File: src/core/vbr_pkg.sv
// constants and types for the voltmeter backplane register bank
package vbr_pkg;
  // register addresses (read and write share numbers)
  localparam logic [2:0] VBR_A_ID = 3'h0;
  localparam logic [2:0] VBR_A_STATUS = 3'h1;
  localparam logic [2:0] VBR_A_RES_HI = 3'h2;
  localparam logic [2:0] VBR_A_RES_LO = 3'h3;
  localparam logic [2:0] VBR_A_CTRL = 3'h0;
  localparam logic [2:0] VBR_A_TRIG = 3'h1;
  localparam logic [2:0] VBR_A_CMD = 3'h2;
  localparam logic [2:0] VBR_A_RES_ACK = 3'h3;
  localparam logic [2:0] VBR_A_PARAM = 3'h6;
  localparam logic [2:0] VBR_A_CONV_ACK = 3'h7;
  // control field positions
  localparam int VBR_C_IRQ_EN = 0;
  localparam int VBR_C_SOFT_RST = 1;
  localparam int VBR_C_LINE_SEL = 2;
  localparam int VBR_C_SRC_SEL = 3;
  localparam int VBR_T_ENABLE = 0;
  localparam int VBR_T_EDGE_SEL = 1;
  // reset values
  localparam logic [3:0] VBR_CTRL_RST = 4'h0;
  localparam logic [1:0] VBR_TRIG_RST = 2'h0;
  localparam logic [15:0] VBR_WORD_RST = 16'h0000;
  // reset completion time
  localparam int VBR_CLK_MHZ = 25;
  localparam int VBR_RST_TIME_US = 500;
  localparam int VBR_RST_CYC = VBR_RST_TIME_US * VBR_CLK_MHZ;
  // status word layout, bit 7 first
  typedef struct packed {
    logic unused7;
    logic aperiodic;
    logic spare5;
    logic done;
    logic error;
    logic conv_done;
    logic busy;
    logic result_avail;
  } vbr_status_t;
  // events from the measurement core
  typedef struct packed {
    logic result_load;
    logic [31:0] result;
    logic error_load;
    logic [31:0] error_code;
    logic conv_done;
    logic cmd_complete;
    logic aperiodic;
  } vbr_core_ev_t;
endpackage

File: src/core/vbr_regs.sv
// voltmeter backplane register bank: read/write registers, interrupts, triggers
//
// Behaviour
// - read 0 returns eight-bit identification code
// - read 1 returns status, bit 7 zero
// - result-available sets on load, clears on ack
// - new results may load while flag set
// - busy sets on command/parameter write, clears done
// - conversion-complete sets on run-up, cleared by ack
// - error flag set, data holds error code
// - done clears on write, sets on completion
// - aperiodic flag, forced with autorange plus multi-read
// - read 2 high word, read 3 low
// - control register uses low four bits only
// - control bit 0 masters all interrupts
// - control bit 1 resets, done within 500us; busy stays set past the tail until a command completes
// - control bit 2 picks interrupt line
// - control bit 3 adds conversion-complete source
// - trigger bit 0 gates all triggers
// - trigger bit 1 picks trigger edge/line
// - write 2 takes command words
// - write 3 clears result-available interrupt
// - write 6 takes parameter words
// - write 7 clears conversion-complete interrupt
`timescale 1ns/1ns
module vbr_regs
  import vbr_pkg::*;
#(
  parameter logic [7:0] ID_CODE = 8'h5A, // arbitrary identification value
  parameter int RST_CYCLES = VBR_RST_CYC
) (
  // clock and reset
  input wire logic CLK_I,
  input wire logic NRST_I,
  // backplane register access
  input wire logic RD_I,
  input wire logic WR_I,
  input wire logic [2:0] ADDR_I,
  input wire logic [15:0] WDATA_I,
  output logic [15:0] RDATA_O,
  // backplane interrupt and trigger lines
  output logic GENERAL_PURPOSE_IRQ_LINE_O,
  output logic NORMAL_SCAN_IRQ_LINE_O,
  input wire logic TRIG_I,
  input wire logic CHANNEL_CLOSED_LINE_I,
  // measurement core side
  input wire vbr_core_ev_t CORE_EV_I,
  input wire logic AUTORANGE_I,
  input wire logic MULTI_READ_I,
  output logic TRIGGER_O,
  output logic CMD_STB_O,
  output logic [15:0] CMD_O,
  output logic PARAM_STB_O,
  output logic [15:0] PARAM_O,
  output logic CORE_RST_O
);
  // refuse a tail length the counter cannot count down from
  if (RST_CYCLES < 1) begin : g_bad_rst_cycles
    $error("RST_CYCLES must be at least one");
  end

  localparam int RCW = $clog2(RST_CYCLES + 1);

  logic [3:0] ctrl;
  logic [1:0] trig_cfg;
  logic [31:0] data_word;
  vbr_status_t status;
  logic [RCW-1:0] rst_cnt;
  logic trig_q;
  logic closed_q;
  logic wr_cmd;
  logic wr_param;
  logic wr_res_ack;
  logic wr_conv_ack;
  logic rst_active;
  logic next_trigger;
  logic next_gen_line;
  logic next_scan_line;
  logic irq_req;

  ////////////////////////////////////////////////////////////////////////
  // write decode
  assign wr_cmd = WR_I && (ADDR_I == VBR_A_CMD);
  assign wr_param = WR_I && (ADDR_I == VBR_A_PARAM);
  assign wr_res_ack = WR_I && (ADDR_I == VBR_A_RES_ACK);
  assign wr_conv_ack = WR_I && (ADDR_I == VBR_A_CONV_ACK);
  assign rst_active = ctrl[VBR_C_SOFT_RST] || (rst_cnt != '0);

  // control register keeps the low nibble only
  always_ff @(posedge CLK_I or negedge NRST_I) begin
    if (!NRST_I) begin
      ctrl <= VBR_CTRL_RST;
    end else if (WR_I && ADDR_I == VBR_A_CTRL) begin
      ctrl <= WDATA_I[3:0];
    end
  end

  // trigger setup
  always_ff @(posedge CLK_I or negedge NRST_I) begin
    if (!NRST_I) begin
      trig_cfg <= VBR_TRIG_RST;
    end else if (WR_I && ADDR_I == VBR_A_TRIG) begin
      trig_cfg <= WDATA_I[1:0];
    end
  end

  // command and parameter words pass to the core with a strobe
  always_ff @(posedge CLK_I or negedge NRST_I) begin
    if (!NRST_I) begin
      CMD_O <= VBR_WORD_RST;
      PARAM_O <= VBR_WORD_RST;
      CMD_STB_O <= 1'b0;
      PARAM_STB_O <= 1'b0;
    end else begin
      CMD_STB_O <= wr_cmd;
      PARAM_STB_O <= wr_param;
      if (wr_cmd) begin
        CMD_O <= WDATA_I;
      end
      if (wr_param) begin
        PARAM_O <= WDATA_I;
      end
    end
  end

  ////////////////////////////////////////////////////////////////////////
  // soft reset: held while bit set, then a timed tail
  always_ff @(posedge CLK_I or negedge NRST_I) begin
    if (!NRST_I) begin
      rst_cnt <= '0;
      CORE_RST_O <= 1'b0;
    end else begin
      if (ctrl[VBR_C_SOFT_RST]) begin
        rst_cnt <= RCW'(RST_CYCLES - 1);
      end else if (rst_cnt != '0) begin
        rst_cnt <= rst_cnt - 1'b1;
      end
      CORE_RST_O <= rst_active;
    end
  end

  ////////////////////////////////////////////////////////////////////////
  // result / error data; loads are never blocked by the flag
  always_ff @(posedge CLK_I or negedge NRST_I) begin
    if (!NRST_I) begin
      data_word <= 32'h00000000;
    end else if (CORE_EV_I.error_load) begin
      data_word <= CORE_EV_I.error_code;
    end else if (CORE_EV_I.result_load) begin
      data_word <= CORE_EV_I.result;
    end
  end

  // status flags; a set in the same cycle as a clear wins, except done, where a command or parameter write's clear wins over completion
  always_ff @(posedge CLK_I or negedge NRST_I) begin
    if (!NRST_I) begin
      status <= '0;
    end else if (rst_active) begin
      // soft reset clears flags and sets busy, which holds past the tail until a command completes
      status <= '0;
      status.busy <= 1'b1;
    end else begin
      status.unused7 <= 1'b0;
      status.spare5 <= 1'b0;
      if (CORE_EV_I.result_load || CORE_EV_I.error_load) begin
        status.result_avail <= 1'b1;
      end else if (wr_res_ack) begin
        status.result_avail <= 1'b0;
      end
      if (CORE_EV_I.conv_done) begin
        status.conv_done <= 1'b1;
      end else if (wr_conv_ack) begin
        status.conv_done <= 1'b0;
      end
      if (CORE_EV_I.error_load) begin
        status.error <= 1'b1;
      end else if (CORE_EV_I.result_load) begin
        status.error <= 1'b0;
      end
      if (wr_cmd || wr_param) begin
        status.busy <= 1'b1;
        status.done <= 1'b0;
      end else if (CORE_EV_I.cmd_complete) begin
        status.busy <= 1'b0;
        status.done <= 1'b1;
      end else if (status.busy && !status.done && rst_cnt == '0 && !CMD_STB_O) begin
        // busy left from soft reset holds past the reset tail until a command completes
        status.busy <= status.busy;
      end
      status.aperiodic <= CORE_EV_I.aperiodic ||
                          (AUTORANGE_I && MULTI_READ_I);
    end
  end

  ////////////////////////////////////////////////////////////////////////
  // read mux, registered; unused addresses read zero
  always_ff @(posedge CLK_I or negedge NRST_I) begin
    if (!NRST_I) begin
      RDATA_O <= VBR_WORD_RST;
    end else if (RD_I) begin
      unique case (ADDR_I)
        VBR_A_ID: RDATA_O <= {8'h00, ID_CODE};
        VBR_A_STATUS: RDATA_O <= {8'h00, status};
        VBR_A_RES_HI: RDATA_O <= data_word[31:16];
        VBR_A_RES_LO: RDATA_O <= data_word[15:0];
        default: RDATA_O <= VBR_WORD_RST;
      endcase
    end
  end

  ////////////////////////////////////////////////////////////////////////
  // interrupt routing
  always_comb begin
    irq_req = status.result_avail || (ctrl[VBR_C_SRC_SEL] && status.conv_done);
    irq_req = irq_req && ctrl[VBR_C_IRQ_EN] && !rst_active;
    next_gen_line = irq_req && !ctrl[VBR_C_LINE_SEL];
    next_scan_line = irq_req && ctrl[VBR_C_LINE_SEL];
  end

  always_ff @(posedge CLK_I or negedge NRST_I) begin
    if (!NRST_I) begin
      GENERAL_PURPOSE_IRQ_LINE_O <= 1'b0;
      NORMAL_SCAN_IRQ_LINE_O <= 1'b0;
    end else begin
      GENERAL_PURPOSE_IRQ_LINE_O <= next_gen_line;
      NORMAL_SCAN_IRQ_LINE_O <= next_scan_line;
    end
  end

  ////////////////////////////////////////////////////////////////////////
  // trigger edge detect; lines already synchronous
  always_comb begin
    if (trig_cfg[VBR_T_EDGE_SEL]) begin
      next_trigger = trig_q && !TRIG_I;
    end else begin
      next_trigger = !closed_q && CHANNEL_CLOSED_LINE_I;
    end
    next_trigger = next_trigger && trig_cfg[VBR_T_ENABLE] && !rst_active;
  end

  always_ff @(posedge CLK_I or negedge NRST_I) begin
    if (!NRST_I) begin
      trig_q <= 1'b0;
      closed_q <= 1'b0;
      TRIGGER_O <= 1'b0;
    end else begin
      trig_q <= TRIG_I;
      closed_q <= CHANNEL_CLOSED_LINE_I;
      TRIGGER_O <= next_trigger;
    end
  end

  ////////////////////////////////////////////////////////////////////////
  // checks; each |=> property samples one edge and judges the next
  // outputs are registered, so an effect always shows one edge late

  // command and parameter words toward the core, busy/done on those writes, done on completion, control nibble
  a_busy_on_cmd: assert property (@(posedge CLK_I) disable iff (!NRST_I)
    (wr_cmd || wr_param) |=> status.busy && !status.done)
    else $error("busy/done not updated on command write");
  a_done_on_cmplt: assert property (@(posedge CLK_I) disable iff (!NRST_I)
    (CORE_EV_I.cmd_complete && !wr_cmd && !wr_param && !rst_active) |=> status.done)
    else $error("done not set on completion");
  a_cmd_strobe: assert property (@(posedge CLK_I) disable iff (!NRST_I)
    wr_cmd |=> CMD_STB_O && (CMD_O == $past(WDATA_I)))
    else $error("command word not passed on");
  a_param_strobe: assert property (@(posedge CLK_I) disable iff (!NRST_I)
    wr_param |=> PARAM_STB_O && (PARAM_O == $past(WDATA_I)))
    else $error("parameter word not passed on");
  a_ctrl_nibble: assert property (@(posedge CLK_I) disable iff (!NRST_I)
    (WR_I && ADDR_I == VBR_A_CTRL) |=> ctrl == $past(WDATA_I[3:0]))
    else $error("control nibble not taken");

  // status flags; a load in the same cycle as an ack wins
  a_result_flag: assert property (@(posedge CLK_I) disable iff (!NRST_I)
    (CORE_EV_I.result_load && !rst_active) |=> status.result_avail)
    else $error("result flag lost");
  a_result_ack: assert property (@(posedge CLK_I) disable iff (!NRST_I)
    (wr_res_ack && !CORE_EV_I.result_load && !CORE_EV_I.error_load) |=> !status.result_avail)
    else $error("result ack ignored");
  a_result_load: assert property (@(posedge CLK_I) disable iff (!NRST_I)
    (CORE_EV_I.result_load && !CORE_EV_I.error_load) |=> data_word == $past(CORE_EV_I.result))
    else $error("result not loaded");
  a_conv_flag: assert property (@(posedge CLK_I) disable iff (!NRST_I)
    (CORE_EV_I.conv_done && !rst_active) |=> status.conv_done)
    else $error("conversion flag lost");
  a_conv_ack: assert property (@(posedge CLK_I) disable iff (!NRST_I)
    (wr_conv_ack && !CORE_EV_I.conv_done) |=> !status.conv_done)
    else $error("conversion ack ignored");
  a_error_flag: assert property (@(posedge CLK_I) disable iff (!NRST_I)
    (CORE_EV_I.error_load && !rst_active) |=> status.error)
    else $error("error flag lost");
  a_error_code: assert property (@(posedge CLK_I) disable iff (!NRST_I)
    CORE_EV_I.error_load |=> data_word == $past(CORE_EV_I.error_code))
    else $error("error code not loaded");
  a_aperiodic_pair: assert property (@(posedge CLK_I) disable iff (!NRST_I)
    (AUTORANGE_I && MULTI_READ_I && !rst_active) |=> status.aperiodic)
    else $error("aperiodic flag not forced");

  // read data, one cycle after the request
  a_id_read: assert property (@(posedge CLK_I) disable iff (!NRST_I)
    (RD_I && ADDR_I == VBR_A_ID) |=> RDATA_O == {8'h00, ID_CODE})
    else $error("identification read mismatch");
  a_status_read: assert property (@(posedge CLK_I) disable iff (!NRST_I)
    (RD_I && ADDR_I == VBR_A_STATUS) |=> RDATA_O == {8'h00, $past(status)})
    else $error("status read mismatch");
  a_status_top: assert property (@(posedge CLK_I) disable iff (!NRST_I)
    (RD_I && ADDR_I == VBR_A_STATUS) |=> RDATA_O[15:7] == 9'h000)
    else $error("status upper bits not zero");
  a_hi_word: assert property (@(posedge CLK_I) disable iff (!NRST_I)
    (RD_I && ADDR_I == VBR_A_RES_HI) |=> RDATA_O == $past(data_word[31:16]))
    else $error("high word mismatch");
  a_lo_word: assert property (@(posedge CLK_I) disable iff (!NRST_I)
    (RD_I && ADDR_I == VBR_A_RES_LO) |=> RDATA_O == $past(data_word[15:0]))
    else $error("low word mismatch");

  // interrupt lines
  a_irq_master: assert property (@(posedge CLK_I) disable iff (!NRST_I)
    !$past(ctrl[VBR_C_IRQ_EN]) |-> !GENERAL_PURPOSE_IRQ_LINE_O && !NORMAL_SCAN_IRQ_LINE_O)
    else $error("interrupt while disabled");
  a_irq_line: assert property (@(posedge CLK_I) disable iff (!NRST_I)
    !(GENERAL_PURPOSE_IRQ_LINE_O && NORMAL_SCAN_IRQ_LINE_O))
    else $error("both interrupt lines active");
  a_irq_result: assert property (@(posedge CLK_I) disable iff (!NRST_I)
    (ctrl[VBR_C_IRQ_EN] && !ctrl[VBR_C_LINE_SEL] && status.result_avail && !rst_active)
    |=> GENERAL_PURPOSE_IRQ_LINE_O)
    else $error("result interrupt missing");
  a_irq_source: assert property (@(posedge CLK_I) disable iff (!NRST_I)
    (!ctrl[VBR_C_SRC_SEL] && !status.result_avail)
    |=> !GENERAL_PURPOSE_IRQ_LINE_O && !NORMAL_SCAN_IRQ_LINE_O)
    else $error("interrupt from unselected source");
  a_irq_conv: assert property (@(posedge CLK_I) disable iff (!NRST_I)
    (ctrl[VBR_C_IRQ_EN] && ctrl[VBR_C_SRC_SEL] && ctrl[VBR_C_LINE_SEL] && status.conv_done &&
    !rst_active) |=> NORMAL_SCAN_IRQ_LINE_O)
    else $error("conversion interrupt missing");

  // soft reset
  a_rst_tail: assert property (@(posedge CLK_I) disable iff (!NRST_I)
    $fell(ctrl[VBR_C_SOFT_RST]) |-> rst_cnt == RCW'(RST_CYCLES - 1))
    else $error("reset tail not loaded");
  a_rst_count: assert property (@(posedge CLK_I) disable iff (!NRST_I)
    (!ctrl[VBR_C_SOFT_RST] && rst_cnt != '0) |=> rst_cnt == $past(rst_cnt) - 1'b1)
    else $error("reset tail not counting");
  a_core_rst: assert property (@(posedge CLK_I) disable iff (!NRST_I)
    rst_active |=> CORE_RST_O)
    else $error("core reset not driven");
  a_rst_busy: assert property (@(posedge CLK_I) disable iff (!NRST_I)
    rst_active |=> status.busy)
    else $error("busy not shown during reset");

  // cycles since the soft reset bit dropped; bounds the tail length
  logic [RCW:0] tail_age;
  always_ff @(posedge CLK_I or negedge NRST_I) begin
    if (!NRST_I) begin
      tail_age <= '0;
    end else if (ctrl[VBR_C_SOFT_RST] || !rst_active) begin
      tail_age <= '0;
    end else begin
      tail_age <= tail_age + 1'b1;
    end
  end
  a_rst_within: assert property (@(posedge CLK_I) disable iff (!NRST_I)
    tail_age <= (RCW + 1)'(RST_CYCLES))
    else $error("reset tail too long");

  // triggers
  a_trig_gate: assert property (@(posedge CLK_I) disable iff (!NRST_I)
    !$past(trig_cfg[VBR_T_ENABLE]) |-> !TRIGGER_O)
    else $error("trigger while disabled");
  a_trig_fall: assert property (@(posedge CLK_I) disable iff (!NRST_I)
    (trig_cfg[VBR_T_ENABLE] && trig_cfg[VBR_T_EDGE_SEL] && trig_q && !TRIG_I && !rst_active)
    |=> TRIGGER_O)
    else $error("falling trigger missed");
  a_trig_close: assert property (@(posedge CLK_I) disable iff (!NRST_I)
    (trig_cfg[VBR_T_ENABLE] && !trig_cfg[VBR_T_EDGE_SEL] && !closed_q && CHANNEL_CLOSED_LINE_I &&
    !rst_active) |=> TRIGGER_O)
    else $error("channel-closed trigger missed");
endmodule

File: config.mk
export PLATFORM = sky130hd
export DESIGN_NAME = vbr_regs
export DESIGN_NICKNAME = d
export VERILOG_FILES = /design/src/core/vbr_pkg.sv /design/src/core/vbr_regs.sv
export SDC_FILE = /design/constraint.sdc
export NUM_CORES = 1
export LEC_CHECK = 0
export ABC_AREA = 1
export BUFFER_PORTS_ARGS = -buffer_cell sky130_fd_sc_hd__buf_2
export CELL_PAD_IN_SITES_DETAIL_PLACEMENT = 0
export CELL_PAD_IN_SITES_GLOBAL_PLACEMENT = 1
export CORE_MARGIN = 5
export CORE_UTILIZATION = 38
export DETAILED_ROUTE_END_ITERATION = 12
export GPL_TIMING_DRIVEN = 0
export PLACE_DENSITY = 0.75
export SLEW_MARGIN = 20
export SYNTH_ARGS = -nofsm -noshare
export SYNTH_HDL_FRONTEND = slang
export SYNTH_SLANG_ARGS = --single-unit
export TNS_END_PERCENT = 5
File: constraint.sdc
create_clock -name CLK_I -period 2.1 [get_ports CLK_I]
set_clock_uncertainty 0.2 [all_clocks]
set_input_delay 0.105 -clock CLK_I [delete_from_list [all_inputs] [get_ports CLK_I]]
set_output_delay 0.105 -clock CLK_I [all_outputs]
set_load 0.005 [all_outputs]
==> out/metrics.cfg <==
[run_status]
status=finished, final reports clean

[layout]
antennaDiodeCount=0
nets=957
layout_common_cells=nand2_1 (149), buf_2 (147), dfrtp_1 (114), nand3_1 (106), dlygate4sd3_1 (100)
final_common_cell=nand2_1
n_fill_cell=1267
drive_gt1_share_pct=28.8
syn_to_final_growth_pct=48.1

[global_routing]
grt_pass1_wl_um=26400
antenna_found_initial=0
grt_pass1_vias=5503
grt_max_degree=73
grt_usage_pct=20.3
grt.overflow.total=0

[place]
port_buffers=145
place_congestion=0.875
dp_hpwl_um=10900

[worst_hold_path]
hp-class=in2reg
hold_end=trig_q
min_from=TRIG_I
whs_path_depth=2

[synthesis]
ys_types=30
synthesis.nets=692
syn_area_mm2=0.00527
yosysWarnings=0
ys_seq_elements=114
avgSynthCellArea_um2=8.86
syn_inst=595
yosysSeqAreaShare_pct=54.1

[cts]
cts.sinks=114
htree_levels=4
path_clk_slew_ns=0.05
post_cts_buffers=0
root_buffer=clkbuf_16
cts_tree=done
cts_buffer_depth=2
numCtsBuffers=17
clock_latency_ns=0.41

[timing]
rsz0062_at_grt=yes
slew_headroom_pct=66.6
drv_slew=0
finalCritPeriodShare_pct=98.1
final_hold_viol_count=0
finalSetupViolCount=0
setup_tns_ns=0
fmax_mhz=486
fin_crit_ns=2.06
worstMarginPinSlew_ns=0.502

[floorplan]
dieHeight_um=128
die-area_mm2=0.0163
start_util_pct=38.4
die_w_um=128
io_pins=150
core-area_mm2=0.0137
rows=43

[setup_path]
worstSetupEndpointType=register
cp.arrival_ns=2.14
timing.reg2reg.setup_slack_ns=0.32
r2r_start=rst_cnt[1]
required_ns=2.18
rr_worst_depth=8
start_kind=primary input
critical_path_class=in2reg
cp_max_fo=10
reg2reg_to=NORMAL_SCAN_IRQ_LINE_O

[drt]
drtIter0Drc=278
route.vias.total=5154
ant_nets=0
via_per_inst=4.90
post-route-drc-count=0
routed_wl_um=15600
dr.pass1.iters=5
wl_per_cell_um=14.9

[power_and_ir_drop]
p_leak_nw=3.96
finalPower_w=0.00650
ir_drop_mv=0.493
p_per_area_mw_per_mm2=832

[run]
cap_violations=0

stage by stage:
| stage | hold WS, ns | util (%) | setup WS, ns | std cells | instance area (um^2) |
|---|---|---|---|---|---|
| after global routing | 0.173 | 56.9 | -0.0169 | 1051 | 7810 |
| after CTS | 0.137 | 56.9 | 0.0349 | 1051 | 7810 |
| after floorplan | -0.391 | - | 0.511 | 595 | 5270 |
| after global placement | 0.0287 | 45.4 | -0.645 | 920 | 6220 |
| final | 0.172 | 56.9 | 0.0403 | 1051 | 7810 |
| after detailed placement | -0.153 | 45.6 | 0.326 | 921 | 6260 |
layer usage:
layer / vias to the layer above / global-route usage (%) / part of all wire (%)
met3: 37 / 5.33 / 5.6
met5: - / 0 / 0
met4: 0 / 8.99 / 3.1
met2: 164 / 32.6 / 48
li1: 2480 / - / -
met1: 2473 / 25.8 / 43
critical path, cell delays in order:
cell and delay (ns):
dlygate4sd3_1 0.53, buf_2 0.20, clkinv_1 0.21, clkbuf_1 0.30
nand3_1 0.14, nand3_1 0.08, dlygate4sd3_1 0.57
power breakdown:
part	internal, W	switching [W]
registers	0.00247	0.000177
clock network	0.00173	0.000932
logic	0.000578	0.000613
total	0.00478	0.00172
state kept, by name, indices dropped and copies added, names as in the netlist:
| register | cells |
|---|---|
| TRIGGER_O | 1 |
| trig_q | 1 |
| ctrl | 4 |
| RDATA_O | 16 |
| GENERAL_PURPOSE_IRQ_LINE_O | 1 |
| NORMAL_SCAN_IRQ_LINE_O | 1 |
| trig_cfg | 2 |
| CMD_O | 16 |
| CMD_STB_O | 1 |
| rst_cnt | 14 |
| closed_q | 1 |
| PARAM_O | 16 |
| CORE_RST_O | 1 |
| PARAM_STB_O | 1 |
| data_word | 32 |
| status | 6 |
worst max-delay path by stage:
stage                        from                     end  slack, ns  depth (start not counted)
detailed placement     rst_cnt[1]  NORMAL_SCAN_IRQ_LINE_O       0.33                          8
floorplan              rst_cnt[1]             rst_cnt[13]       0.51                          8
CTS                          WR_I             PARAM_STB_O       0.03                          6
global route        CORE_EV_I[35]           data_word[21]      -0.02                          7
global placement           NRST_I              CORE_RST_O      -0.65                          1
finish              CORE_EV_I[35]           data_word[18]       0.04                          7
cell type report:
| cell class | instances | area, um^2 | share of cell area, % |
|---|---|---|---|
| flip-flops and latches | 114 | 2850 | 36.5 |
| repair buffers | 246 | 1760 | 22.6 |
| clock inverters | 5 | 52.6 | 0.673 |
| inverters | 57 | 215 | 2.76 |
| clock buffers | 25 | 495 | 6.34 |
| multi-input cells | 393 | 2010 | 25.8 |
| plain buffers | 31 | 194 | 2.48 |
| well taps | 180 | 225 | 2.88 |
kinds of logic (layout without fill, tap and decap cells):
logic type	count (synthesis)	count (layout)	synth area share (%)
buf+inv	88	364	7.74
simple gates	310	310	26.9
compound gates	82	82	11.0
fa+ha+maj	1	1	0.237
flops	114	114	54.1
what timing repair did:
action | 4_1_cts | 5_1_grt
endpoints found under the hold margin | 201 | 0
setup endpoints to repair | 0 | 20
hold buffers | 100 | 0
gates resized for setup | 0 | 4
cells in the mapped netlist:
master | number | share of area, %
nand3_2 | 3 | 0.57
nor2_4 | 3 | 0.64
or2_2 | 2 | 0.24
o21ai_0 | 16 | 1.5
nor2_2 | 10 | 1.2
clkbuf_1 | 15 | 1.1
o211ai_2 | 1 | 0.24
clkinv_1 | 1 | 0.071
nor2_1 | 23 | 1.6
o21ai_2 | 33 | 5.5
nand2_4 | 1 | 0.21
o211ai_1 | 7 | 1.0
nand2_2 | 6 | 0.71
buf_6 | 9 | 1.9
inv_2 | 3 | 0.21
a21oi_1 | 7 | 0.66
nor3_1 | 1 | 0.095
dfrtp_1 | 114 | 54
clkinv_2 | 1 | 0.095
nand2_1 | 149 | 11
o21ai_1 | 9 | 0.85
buf_4 | 1 | 0.14
a22oi_1 | 9 | 1.3
nand3_1 | 106 | 10
buf_2 | 4 | 0.38
inv_1 | 52 | 3.7
ha_1 | 1 | 0.24
nand3_4 | 1 | 0.33
buf_1 | 2 | 0.14
nand4_1 | 5 | 0.59
Power figures use the tool's default switching activity.
